## src/acr_pkg.sv

```systemverilog
package acr_pkg;

  // ------------------------------------------------------------------
  // Register map (index; byte address is four times the index)
  // ------------------------------------------------------------------
  localparam int unsigned ADDR_W = 12;
  localparam int unsigned IDX_W = 10;
  localparam logic [IDX_W-1:0] IDX_CSR = 10'h070;
  localparam logic [IDX_W-1:0] IDX_RES_HI = 10'h071;
  localparam logic [IDX_W-1:0] IDX_RES_LO = 10'h072;
  localparam logic [IDX_W-1:0] IDX_INT_STATUS = 10'h073;
  localparam logic [IDX_W-1:0] IDX_INT_CLEAR = 10'h074;
  localparam logic [IDX_W-1:0] IDX_INT_ENABLE = 10'h075;

  // ------------------------------------------------------------------
  // Fields and reset values
  // ------------------------------------------------------------------
  localparam int unsigned CH_W = 4;
  localparam int unsigned RESULT_W = 10;
  localparam int unsigned RES_HI_LSB = 2;
  localparam int unsigned RES_LO_W = 2;
  localparam int unsigned INT_W = 2;
  localparam int unsigned INT_DONE = 0;
  localparam int unsigned INT_OVERRUN = 1;
  localparam logic [7:0] CSR_RESET = 8'h00;
  localparam logic [RESULT_W-1:0] RESULT_RESET = 10'h000;
  localparam logic [INT_W-1:0] INT_RESET = 2'h0;

  // ------------------------------------------------------------------
  // Converter timing: divides in pclk cycles, lengths in converter-clock ticks
  // ------------------------------------------------------------------
  localparam int unsigned DIV_SLOW = 4;
  localparam int unsigned DIV_FAST = 2;
  localparam logic [1:0] DIV_SLOW_LAST = 2'(DIV_SLOW - 1);
  localparam logic [1:0] DIV_FAST_LAST = 2'(DIV_FAST - 1);
  // Three ticks a step so the comparator sync path settles even at the fast divide
  localparam int unsigned SAMPLE_TICKS = 4;
  localparam int unsigned STEP_TICKS = 3;
  localparam int unsigned CONV_TICKS = SAMPLE_TICKS + STEP_TICKS * RESULT_W;
  localparam logic [2:0] SAMPLE_LAST = 3'(SAMPLE_TICKS - 1);
  localparam logic [2:0] STEP_LAST = 3'(STEP_TICKS - 1);
  localparam logic [3:0] MSB_IDX = 4'(RESULT_W - 1);

  // ------------------------------------------------------------------
  // Types
  // ------------------------------------------------------------------
  typedef struct packed {
    logic eoc;
    logic speed;
    logic conv_on;
    logic rsvd;
    logic [CH_W-1:0] channel;
  } acr_csr_t;

  typedef struct packed {
    logic psel;
    logic penable;
    logic pwrite;
    logic [ADDR_W-1:0] paddr;
    logic [31:0] pwdata;
  } acr_apb_req_t;

  typedef struct packed {
    logic mux_en;
    logic [CH_W-1:0] channel;
    logic sample;
    logic [RESULT_W-1:0] trial;
  } acr_ana_ctrl_t;

  typedef enum logic [1:0] {SAR_IDLE, SAR_SAMPLE, SAR_STEP} acr_sar_state_t;

  function automatic logic [RESULT_W-1:0] acr_bit_mask(input logic [3:0] idx);
    acr_bit_mask = 10'h001 << idx;
  endfunction

  function automatic logic acr_chan_reserved(input logic [CH_W-1:0] ch);
    acr_chan_reserved = (ch == 4'h6) || (ch == 4'h7) || (ch == 4'h9) || (ch == 4'hb);
  endfunction

endpackage

```

## src/acr_sar.sv

```systemverilog
`timescale 1ns/1ns
module acr_sar
  import acr_pkg::*;
(
  input wire logic pclk,
  input wire logic presetn,
  input wire logic enable,
  input wire logic restart,
  input wire logic fast,
  input wire logic comparator_in,
  output logic sample_ff,
  output logic [RESULT_W-1:0] trial_ff,
  output logic done_ff,
  output logic [RESULT_W-1:0] code_ff,
  output logic busy
);

  acr_sar_state_t state_ff, nxt_state;
  logic [1:0] div_ff, nxt_div;
  logic [2:0] phase_ff, nxt_phase;
  logic [3:0] bit_ff, nxt_bit;
  logic nxt_sample, nxt_done;
  logic [RESULT_W-1:0] nxt_trial, nxt_code, keep;
  logic cmp_s1_ff, cmp_s2_ff, cmp_s3_ff, cmp_ff, nxt_cmp;
  logic tick;

  // ------------------------------------------------------------------
  // Clock divider and comparator synchroniser
  // ------------------------------------------------------------------
  always_comb begin
    tick = enable && (div_ff >= (fast ? DIV_FAST_LAST : DIV_SLOW_LAST));
    nxt_div = (!enable || tick) ? 2'h0 : 2'(div_ff + 2'h1);
    nxt_cmp = (cmp_s2_ff == cmp_s3_ff) ? cmp_s3_ff : cmp_ff;
  end

  // ------------------------------------------------------------------
  // Successive approximation sequence
  // ------------------------------------------------------------------
  always_comb begin
    nxt_state = state_ff;
    nxt_phase = phase_ff;
    nxt_bit = bit_ff;
    nxt_trial = trial_ff;
    nxt_sample = sample_ff;
    nxt_code = code_ff;
    nxt_done = 1'b0;
    keep = cmp_ff ? trial_ff : (trial_ff & ~acr_bit_mask(bit_ff));
    if (!enable) begin
      nxt_state = SAR_IDLE;
      nxt_phase = 3'h0;
      nxt_trial = '0;
      nxt_sample = 1'b0;
    end else if (restart || state_ff == SAR_IDLE) begin
      nxt_state = SAR_SAMPLE;
      nxt_phase = 3'h0;
      nxt_trial = '0;
      nxt_sample = 1'b1;
    end else if (tick) begin
      case (state_ff)
        SAR_SAMPLE: begin
          if (phase_ff == SAMPLE_LAST) begin
            nxt_state = SAR_STEP;
            nxt_phase = 3'h0;
            nxt_sample = 1'b0;
            nxt_bit = MSB_IDX;
            nxt_trial = acr_bit_mask(MSB_IDX);
          end else begin
            nxt_phase = 3'(phase_ff + 3'h1);
          end
        end
        SAR_STEP: begin
          if (phase_ff != STEP_LAST) begin
            nxt_phase = 3'(phase_ff + 3'h1);
          end else if (bit_ff == 4'h0) begin
            // Comparator stuck high or low walks the code to all ones or zeros
            nxt_code = keep;
            nxt_done = 1'b1;
            nxt_state = SAR_SAMPLE;
            nxt_phase = 3'h0;
            nxt_trial = '0;
            nxt_sample = 1'b1;
          end else begin
            nxt_trial = keep | acr_bit_mask(4'(bit_ff - 4'h1));
            nxt_bit = 4'(bit_ff - 4'h1);
            nxt_phase = 3'h0;
          end
        end
        default: nxt_state = SAR_IDLE;
      endcase
    end
  end

  always_ff @(posedge pclk or negedge presetn) begin
    if (!presetn) begin
      state_ff <= SAR_IDLE;
      div_ff <= 2'h0;
      phase_ff <= 3'h0;
      bit_ff <= 4'h0;
      trial_ff <= '0;
      sample_ff <= 1'b0;
      code_ff <= RESULT_RESET;
      done_ff <= 1'b0;
      cmp_s1_ff <= 1'b0;
      cmp_s2_ff <= 1'b0;
      cmp_s3_ff <= 1'b0;
      cmp_ff <= 1'b0;
    end else begin
      state_ff <= nxt_state;
      div_ff <= nxt_div;
      phase_ff <= nxt_phase;
      bit_ff <= nxt_bit;
      trial_ff <= nxt_trial;
      sample_ff <= nxt_sample;
      code_ff <= nxt_code;
      done_ff <= nxt_done;
      cmp_s1_ff <= comparator_in;
      cmp_s2_ff <= cmp_s1_ff;
      cmp_s3_ff <= cmp_s2_ff;
      cmp_ff <= nxt_cmp;
    end
  end

  assign busy = (state_ff != SAR_IDLE);
endmodule // acr_sar

```

## src/acr_top.sv

```systemverilog
// The APB slave port is this design's own decision.
`timescale 1ns/1ns
module acr_top
  import acr_pkg::*;
#(
  parameter int unsigned NUM_CHANNELS = 16
) (
  input wire logic pclk,
  input wire logic presetn,
  input wire acr_apb_req_t apb_req,
  input wire logic comparator_in,
  output logic [31:0] prdata,
  output logic pready,
  output logic pslverr,
  output logic irq,
  output acr_ana_ctrl_t ana_ctrl
);

  // ------------------------------------------------------------------
  // Helpers
  // ------------------------------------------------------------------
  function automatic logic hit(input logic [ADDR_W-1:0] addr, input logic [IDX_W-1:0] idx);
    hit = (addr == {idx, 2'b00});
  endfunction

  function automatic logic chan_usable(input logic [CH_W-1:0] ch);
    chan_usable = !acr_chan_reserved(ch) && (32'(ch) < NUM_CHANNELS);
  endfunction

  // ------------------------------------------------------------------
  // State
  // ------------------------------------------------------------------
  acr_csr_t csr_ff, nxt_csr, wdata_csr;
  logic [RESULT_W-1:0] result_ff, nxt_result;
  logic [INT_W-1:0] int_status_ff, nxt_int_status;
  logic [INT_W-1:0] int_enable_ff, nxt_int_enable;
  logic [INT_W-1:0] int_events, int_clear;
  logic irq_ff, nxt_irq;
  logic [31:0] prdata_ff, nxt_prdata;
  logic pready_ff, nxt_pready;
  logic pslverr_ff, nxt_pslverr;
  logic restart_ff, nxt_restart;
  logic [CH_W-1:0] chan_ff, nxt_chan;
  logic mux_en_ff, nxt_mux_en;

  logic access, xfer_done, mapped;
  logic sel_csr, sel_hi, sel_lo, sel_status, sel_clear, sel_enable;
  logic wr_csr, rd_hi, wr_clear, wr_enable, eoc_clear;

  logic sar_sample, sar_done, sar_busy;
  logic [RESULT_W-1:0] sar_trial, sar_code;

  // ------------------------------------------------------------------
  // Converter sequencer
  // ------------------------------------------------------------------
  acr_sar u_sar (
    .pclk(pclk),
    .presetn(presetn),
    .enable(csr_ff.conv_on),
    .restart(restart_ff),
    .fast(csr_ff.speed),
    .comparator_in(comparator_in),
    .sample_ff(sar_sample),
    .trial_ff(sar_trial),
    .done_ff(sar_done),
    .code_ff(sar_code),
    .busy(sar_busy)
  );

  // ------------------------------------------------------------------
  // APB decode
  // ------------------------------------------------------------------
  always_comb begin
    access = apb_req.psel && apb_req.penable;
    // Access phase is two cycles: answer is prepared, then pready rises
    xfer_done = access && pready_ff;
    sel_csr = hit(apb_req.paddr, IDX_CSR);
    sel_hi = hit(apb_req.paddr, IDX_RES_HI);
    sel_lo = hit(apb_req.paddr, IDX_RES_LO);
    sel_status = hit(apb_req.paddr, IDX_INT_STATUS);
    sel_clear = hit(apb_req.paddr, IDX_INT_CLEAR);
    sel_enable = hit(apb_req.paddr, IDX_INT_ENABLE);
    mapped = sel_csr || sel_hi || sel_lo || sel_status || sel_clear || sel_enable;
    wr_csr = xfer_done && apb_req.pwrite && sel_csr;
    rd_hi = xfer_done && !apb_req.pwrite && sel_hi;
    wr_clear = xfer_done && apb_req.pwrite && sel_clear;
    wr_enable = xfer_done && apb_req.pwrite && sel_enable;
    wdata_csr = acr_csr_t'(apb_req.pwdata[7:0]);
  end

  always_comb begin
    nxt_pready = access && !pready_ff;
    nxt_pslverr = 1'b0;
    nxt_prdata = 32'h0;
    if (access && !pready_ff) begin
      if (!mapped) begin
        nxt_pslverr = 1'b1;
      end else if (!apb_req.pwrite) begin
        if (sel_csr) begin
          nxt_prdata = 32'(csr_ff);
        end else if (sel_hi) begin
          nxt_prdata = 32'(result_ff[RESULT_W-1:RES_HI_LSB]);
        end else if (sel_lo) begin
          nxt_prdata = 32'(result_ff[RES_LO_W-1:0]);
        end else if (sel_status) begin
          nxt_prdata = 32'(int_status_ff);
        end else if (sel_enable) begin
          nxt_prdata = 32'(int_enable_ff);
        end
      end
    end
  end

  always_ff @(posedge pclk or negedge presetn) begin
    if (!presetn) begin
      pready_ff <= 1'b0;
      pslverr_ff <= 1'b0;
      prdata_ff <= 32'h0;
    end else begin
      pready_ff <= nxt_pready;
      pslverr_ff <= nxt_pslverr;
      prdata_ff <= nxt_prdata;
    end
  end

  // ------------------------------------------------------------------
  // Control/status and result registers
  // ------------------------------------------------------------------
  always_comb begin
    nxt_csr = csr_ff;
    nxt_restart = 1'b0;
    eoc_clear = wr_csr || rd_hi;
    if (wr_csr) begin
      nxt_csr.speed = wdata_csr.speed;
      nxt_csr.conv_on = wdata_csr.conv_on;
      nxt_csr.channel = wdata_csr.channel;
      nxt_restart = wdata_csr.conv_on && csr_ff.conv_on && (wdata_csr.channel != csr_ff.channel);
    end
    // Written value of the reserved bit is dropped so it always reads zero
    nxt_csr.rsvd = 1'b0;
    if (sar_done) begin
      nxt_csr.eoc = 1'b1;
    end else if (eoc_clear) begin
      nxt_csr.eoc = 1'b0;
    end
    // Not double buffered: a fresh completion overwrites both halves
    nxt_result = sar_done ? sar_code : result_ff;
    nxt_chan = nxt_csr.channel;
    nxt_mux_en = nxt_csr.conv_on && chan_usable(nxt_csr.channel);
  end

  always_ff @(posedge pclk or negedge presetn) begin
    if (!presetn) begin
      csr_ff <= acr_csr_t'(CSR_RESET);
      result_ff <= RESULT_RESET;
      restart_ff <= 1'b0;
      chan_ff <= '0;
      mux_en_ff <= 1'b0;
    end else begin
      csr_ff <= nxt_csr;
      result_ff <= nxt_result;
      restart_ff <= nxt_restart;
      chan_ff <= nxt_chan;
      mux_en_ff <= nxt_mux_en;
    end
  end

  // ------------------------------------------------------------------
  // Interrupts
  // ------------------------------------------------------------------
  always_comb begin
    int_events = '0;
    int_events[INT_DONE] = sar_done;
    // Overrun: a result lands while the previous one was never collected
    int_events[INT_OVERRUN] = sar_done && csr_ff.eoc && !eoc_clear;
    int_clear = wr_clear ? apb_req.pwdata[INT_W-1:0] : '0;
    nxt_int_status = (int_status_ff & ~int_clear) | int_events;
    nxt_int_enable = wr_enable ? apb_req.pwdata[INT_W-1:0] : int_enable_ff;
    nxt_irq = |(nxt_int_status & nxt_int_enable);
  end

  always_ff @(posedge pclk or negedge presetn) begin
    if (!presetn) begin
      int_status_ff <= INT_RESET;
      int_enable_ff <= INT_RESET;
      irq_ff <= 1'b0;
    end else begin
      int_status_ff <= nxt_int_status;
      int_enable_ff <= nxt_int_enable;
      irq_ff <= nxt_irq;
    end
  end

  // ------------------------------------------------------------------
  // Outputs
  // ------------------------------------------------------------------
  assign prdata = prdata_ff;
  assign pready = pready_ff;
  assign pslverr = pslverr_ff;
  assign irq = irq_ff;
  assign ana_ctrl.mux_en = mux_en_ff;
  assign ana_ctrl.channel = chan_ff;
  assign ana_ctrl.sample = sar_sample;
  assign ana_ctrl.trial = sar_trial;

  // ------------------------------------------------------------------
  // Checks
  // ------------------------------------------------------------------
  logic [RESULT_W-RES_HI_LSB-1:0] res_hi;
  logic [RES_LO_W-1:0] res_lo;
  logic [7:0] csr_bits;
  assign res_hi = result_ff[RESULT_W-1:RES_HI_LSB];
  assign res_lo = result_ff[RES_LO_W-1:0];
  assign csr_bits = csr_ff;
  acr_csr_t rd_csr;
  assign rd_csr = acr_csr_t'(prdata_ff[7:0]);
endmodule // acr_top

```

## config.mk

```make
export PLATFORM = sky130hd
export DESIGN_NAME = acr_top
export DESIGN_NICKNAME = d
export VERILOG_FILES = /design/src/acr_pkg.sv /design/src/acr_sar.sv /design/src/acr_top.sv
export SDC_FILE = /design/constraint.sdc
export NUM_CORES = 1
export LEC_CHECK = 0
export ABC_CLOCK_PERIOD_IN_PS = 2000
export BUFFER_PORTS_ARGS = -buffer_cell sky130_fd_sc_hd__buf_4
export CAP_MARGIN = 20
export CORE_MARGIN = 2
export CORE_UTILIZATION = 35
export CTS_BUF_LIST = sky130_fd_sc_hd__clkbuf_4
export DETAILED_ROUTE_END_ITERATION = 6
export PLACE_DENSITY_LB_ADDON = 0.2
export SLEW_MARGIN = 40
export SYNTH_ARGS = -nofsm -noshare
export SYNTH_HDL_FRONTEND = slang
export SYNTH_SLANG_ARGS = --single-unit
```

## constraint.sdc

```tcl
create_clock -name pclk -period 2 [get_ports pclk]
set_input_delay 0.4 -clock pclk [delete_from_list [all_inputs] [get_ports pclk]]
set_output_delay 0.4 -clock pclk [all_outputs]
set_load 0.005 [all_outputs]
```

==> flow_summary_export.csv <==
group,metric,value,unit
status,status,"complete, no violations",
timing,clock_skew,0.0185,ns
timing,finalHoldViolCount,0,
timing,drv_slew,0,
placement,dp.cells,573,
yosys,async_flop_share,1.00,
critical_path,worstSetupPathType,"input port to flop",
floorplanning,placementRows,37,
yosys,synth.top_cell.area_share,0.473,
critical_path,cpPeakStageDelay,0.54,ns
grt,grt.total_usage,0.150,
route,route.met3.wl,394,µm
yosys,ys_warn_count,0,
route,routed_wl,7.76,mm
timing,tns,0,ns
yosys,post-synth-top-count-cell,"dfrtp_1",
floorplanning,pin_count,101,
grt,grt_pass1_vias,2827,
yosys,yosys.area.top_type,"dfrtp_1",
route,post-route-drc-count,0,
grt,antenna_found_initial,0,
critical_path,reg2regPathDepth,8,
route,firstDrtPassIters,4,
route,drtIter0Drc,93,
finish,final_cells,589,
grt,grt_first_pass_wirelength,13.8,mm
cts,clk_latency,0.40,ns
cts,cts.path.max_buffers,2,
worst_hold_path,hold_depth,1,
yosys,synthTopCellsByArea,"dfrtp_1 47%, buf_4 6.0%, ha_1 4.7%",
yosys,synth.avg_cell_area,9.78,µm²
critical_path,path_buf_inv,1,
pwr,powerDensity,551,nW/µm²
route,top_layer,"met4",
floorplanning,start_util,0.362,
yosys,ys_ff_latch,71,
cts,clkTransAtPathRegs,0.12,ns
placement,place_congestion,0.799,
cts,cts_buffers,9,
yosys,synth_commonest_cells,"71 x dfrtp_1, 39 x nand2_1, 30 x buf_4",
finish,n_antenna_cell,0,
finish,layout-drive-gt1-share,0.247,
route,final_antenna_net_count,0,
timing,fin_crit_sh,0.935,
route,vias,2782,
floorplanning,design.core.area,10400,µm²
critical_path,path_max_fanout,2,
floorplanning,die_w,108,µm
worst_hold_path,hp-class,"input port to flop",
finish,final_nets,514,
floorplanning,die-area,11600,µm²
yosys,synthFlopType,"dfrtp_1",
critical_path,worst_setup_path_end_kind,"flop",
finish,syn2layout_area_growth,18.3,%
critical_path,start_kind,"input port",
critical_path,crit_family,"simple AND/OR/NAND/NOR gates",
finish,utilization,0.428,
critical_path,slowest_stage,"or4_4",
floorplanning,die_height,108,µm
pwr,p_leak,2.14,nW
cts,cts_tree,"yes",
yosys,synth_edf_count,0,
yosys,ys_seq_area_frac,0.473,
pwr,ir_drop,0.223,mV
yosys,synth_area,3750,µm²
grt,grt_max_degree,35,
cts,cts.sinks,71,
timing,hold_ws,0.0972,ns
critical_path,worstPathCellList,"buf_4 -> or4_4 -> or4_4 -> o31ai_2 -> or2_1 -> a21boi_1 -> or2_1",
cts,cts_max_level,3,
flow_run,maxCapViolCount,0,
critical_path,crit_arrival,2.17,ns
timing,finalSetupViolCount,0,
timing,fmax,0.534,GHz
grt,overflow,0,
route,vias_per_cell,4.72,
route,met2_length,3.60,mm
placement,port_buffers,50,
critical_path,worstPathRequired,2.30,ns
route,wl_per_cell,13.2,µm
timing,fin_crit,1.87,ns
cts,root_buffer,"clkbuf_4",
placement,dp_hpwl,5.86,mm
yosys,yosysUniqueCellTypes,48,
timing,rsz0062_at_grt,"no",
route,met1_length,3.69,mm
critical_path,cp_num_cells,7,
yosys,syn_inst,384,
-- worst paths after layout --
path / startpoint / end / slack [ns]
min in group asynchronous: presetn / pslverr$_DFF_PN0_ / 0.33
min reg2reg: u_sar.cmp_s1_ff$_DFF_PN0_ / u_sar.cmp_s2_ff$_DFF_PN0_ / 0.36
min: comparator_in / u_sar.cmp_s1_ff$_DFF_PN0_ / 0.1
max reg2reg: u_sar.phase_ff[1]$_DFFE_PN0P_ / u_sar.trial_ff[4]$_DFFE_PN0P_ / 0.14
max: apb_req[41] / irq$_DFF_PN0_ / 0.13
max in group asynchronous: presetn / u_sar.state_ff[0]$_DFFE_PN0N_ / 1.03
-- registers in the layout, indices dropped and copies added, names as in the netlist, 2 cells and up --
| register | count |
|---|---|
| prdata | 8 |
| u_sar.trial_ff | 10 |
| u_sar.state_ff | 2 |
| csr_bits | 3 |
| result_ff | 10 |
| int_status_ff | 2 |
| u_sar.div_ff | 2 |
| int_enable_ff | 2 |
| chan_ff | 4 |
| u_sar.phase_ff | 3 |
| u_sar.code_ff | 10 |
| u_sar.bit_ff | 4 |
-- placed cells by master, fill, tap and decap left out, drive strengths merged, types with 7 or more instances in the layout --
cell type | netlist | routed
a21oi | 8 | 8
a22o | 8 | 8
and2 | 7 | 7
buf | 30 | 73
clkbuf | 12 | 10
conb | 1 | 24
dfrtp | 71 | 71
ha | 14 | 14
inv | 31 | 31
mux2 | 14 | 14
nand2 | 39 | 39
nand2b | 7 | 7
nand3 | 7 | 7
nor2 | 25 | 25
nor3 | 8 | 8
o21ai | 28 | 28
o31ai | 12 | 12
-- per-stage QoR --
stage / setup slack (ns) / cell area, µm² / power, mW
6_report: 0.129 / 4440 / 2.45
5_1_grt: 0.00328 / 4440 / 2.59
4_1_cts: 0.0146 / 4420 / 2.50
3_5_place_dp: -0.308 / 4280 / 1.62
3_3_place_gp: -0.300 / 4280 / 1.62
2_1_floorplan: -0.132 / 3840 / 1.56
-- layer usage --
layer / track usage / up-vias
met4: 0.0330 / 0
met5: 0 / -
met2: 0.237 / 63
met3: 0.0448 / 8
met1: 0.204 / 1320
li1: - / 1391
-- power by group --
group / internal [mW] / switching [mW] / leakage (nW)
sequential: 1.44 / 0.00527 / 0.969
combinational: 0.0597 / 0.0814 / 1.09
clock: 0.381 / 0.478 / 0.0721
total: 1.88 / 0.565 / 2.14
-- area by class of cell --
cell class,count,area [µm²]
clock inverters,4,48.8
inverters,32,120
well taps,136,170
clock buffers,10,75.1
repair buffers,74,558
multi-input cells,262,1690
flip-flops and latches,71,1780
fillers,1048,5930
-- what timing repair did --
item,4_1_cts,5_1_grt
hold buffers,1,0
resized for setup,0,7
setup endpoints to repair,0,12
setup buffers,0,1
endpoints found under the hold margin,5,0
-- cell families after synthesis --
family / after synthesis / share of synthesized area
compound gates: 79 / 0.141
simple gates: 119 / 0.162
mux: 20 / 0.0580
fa+ha+maj: 15 / 0.0493
xor+xnor: 5 / 0.0117
flops: 71 / 0.473
buf+inv: 74 / 0.104
other cells: 1 / 0.000999
Power figures use the tool's default switching activity.
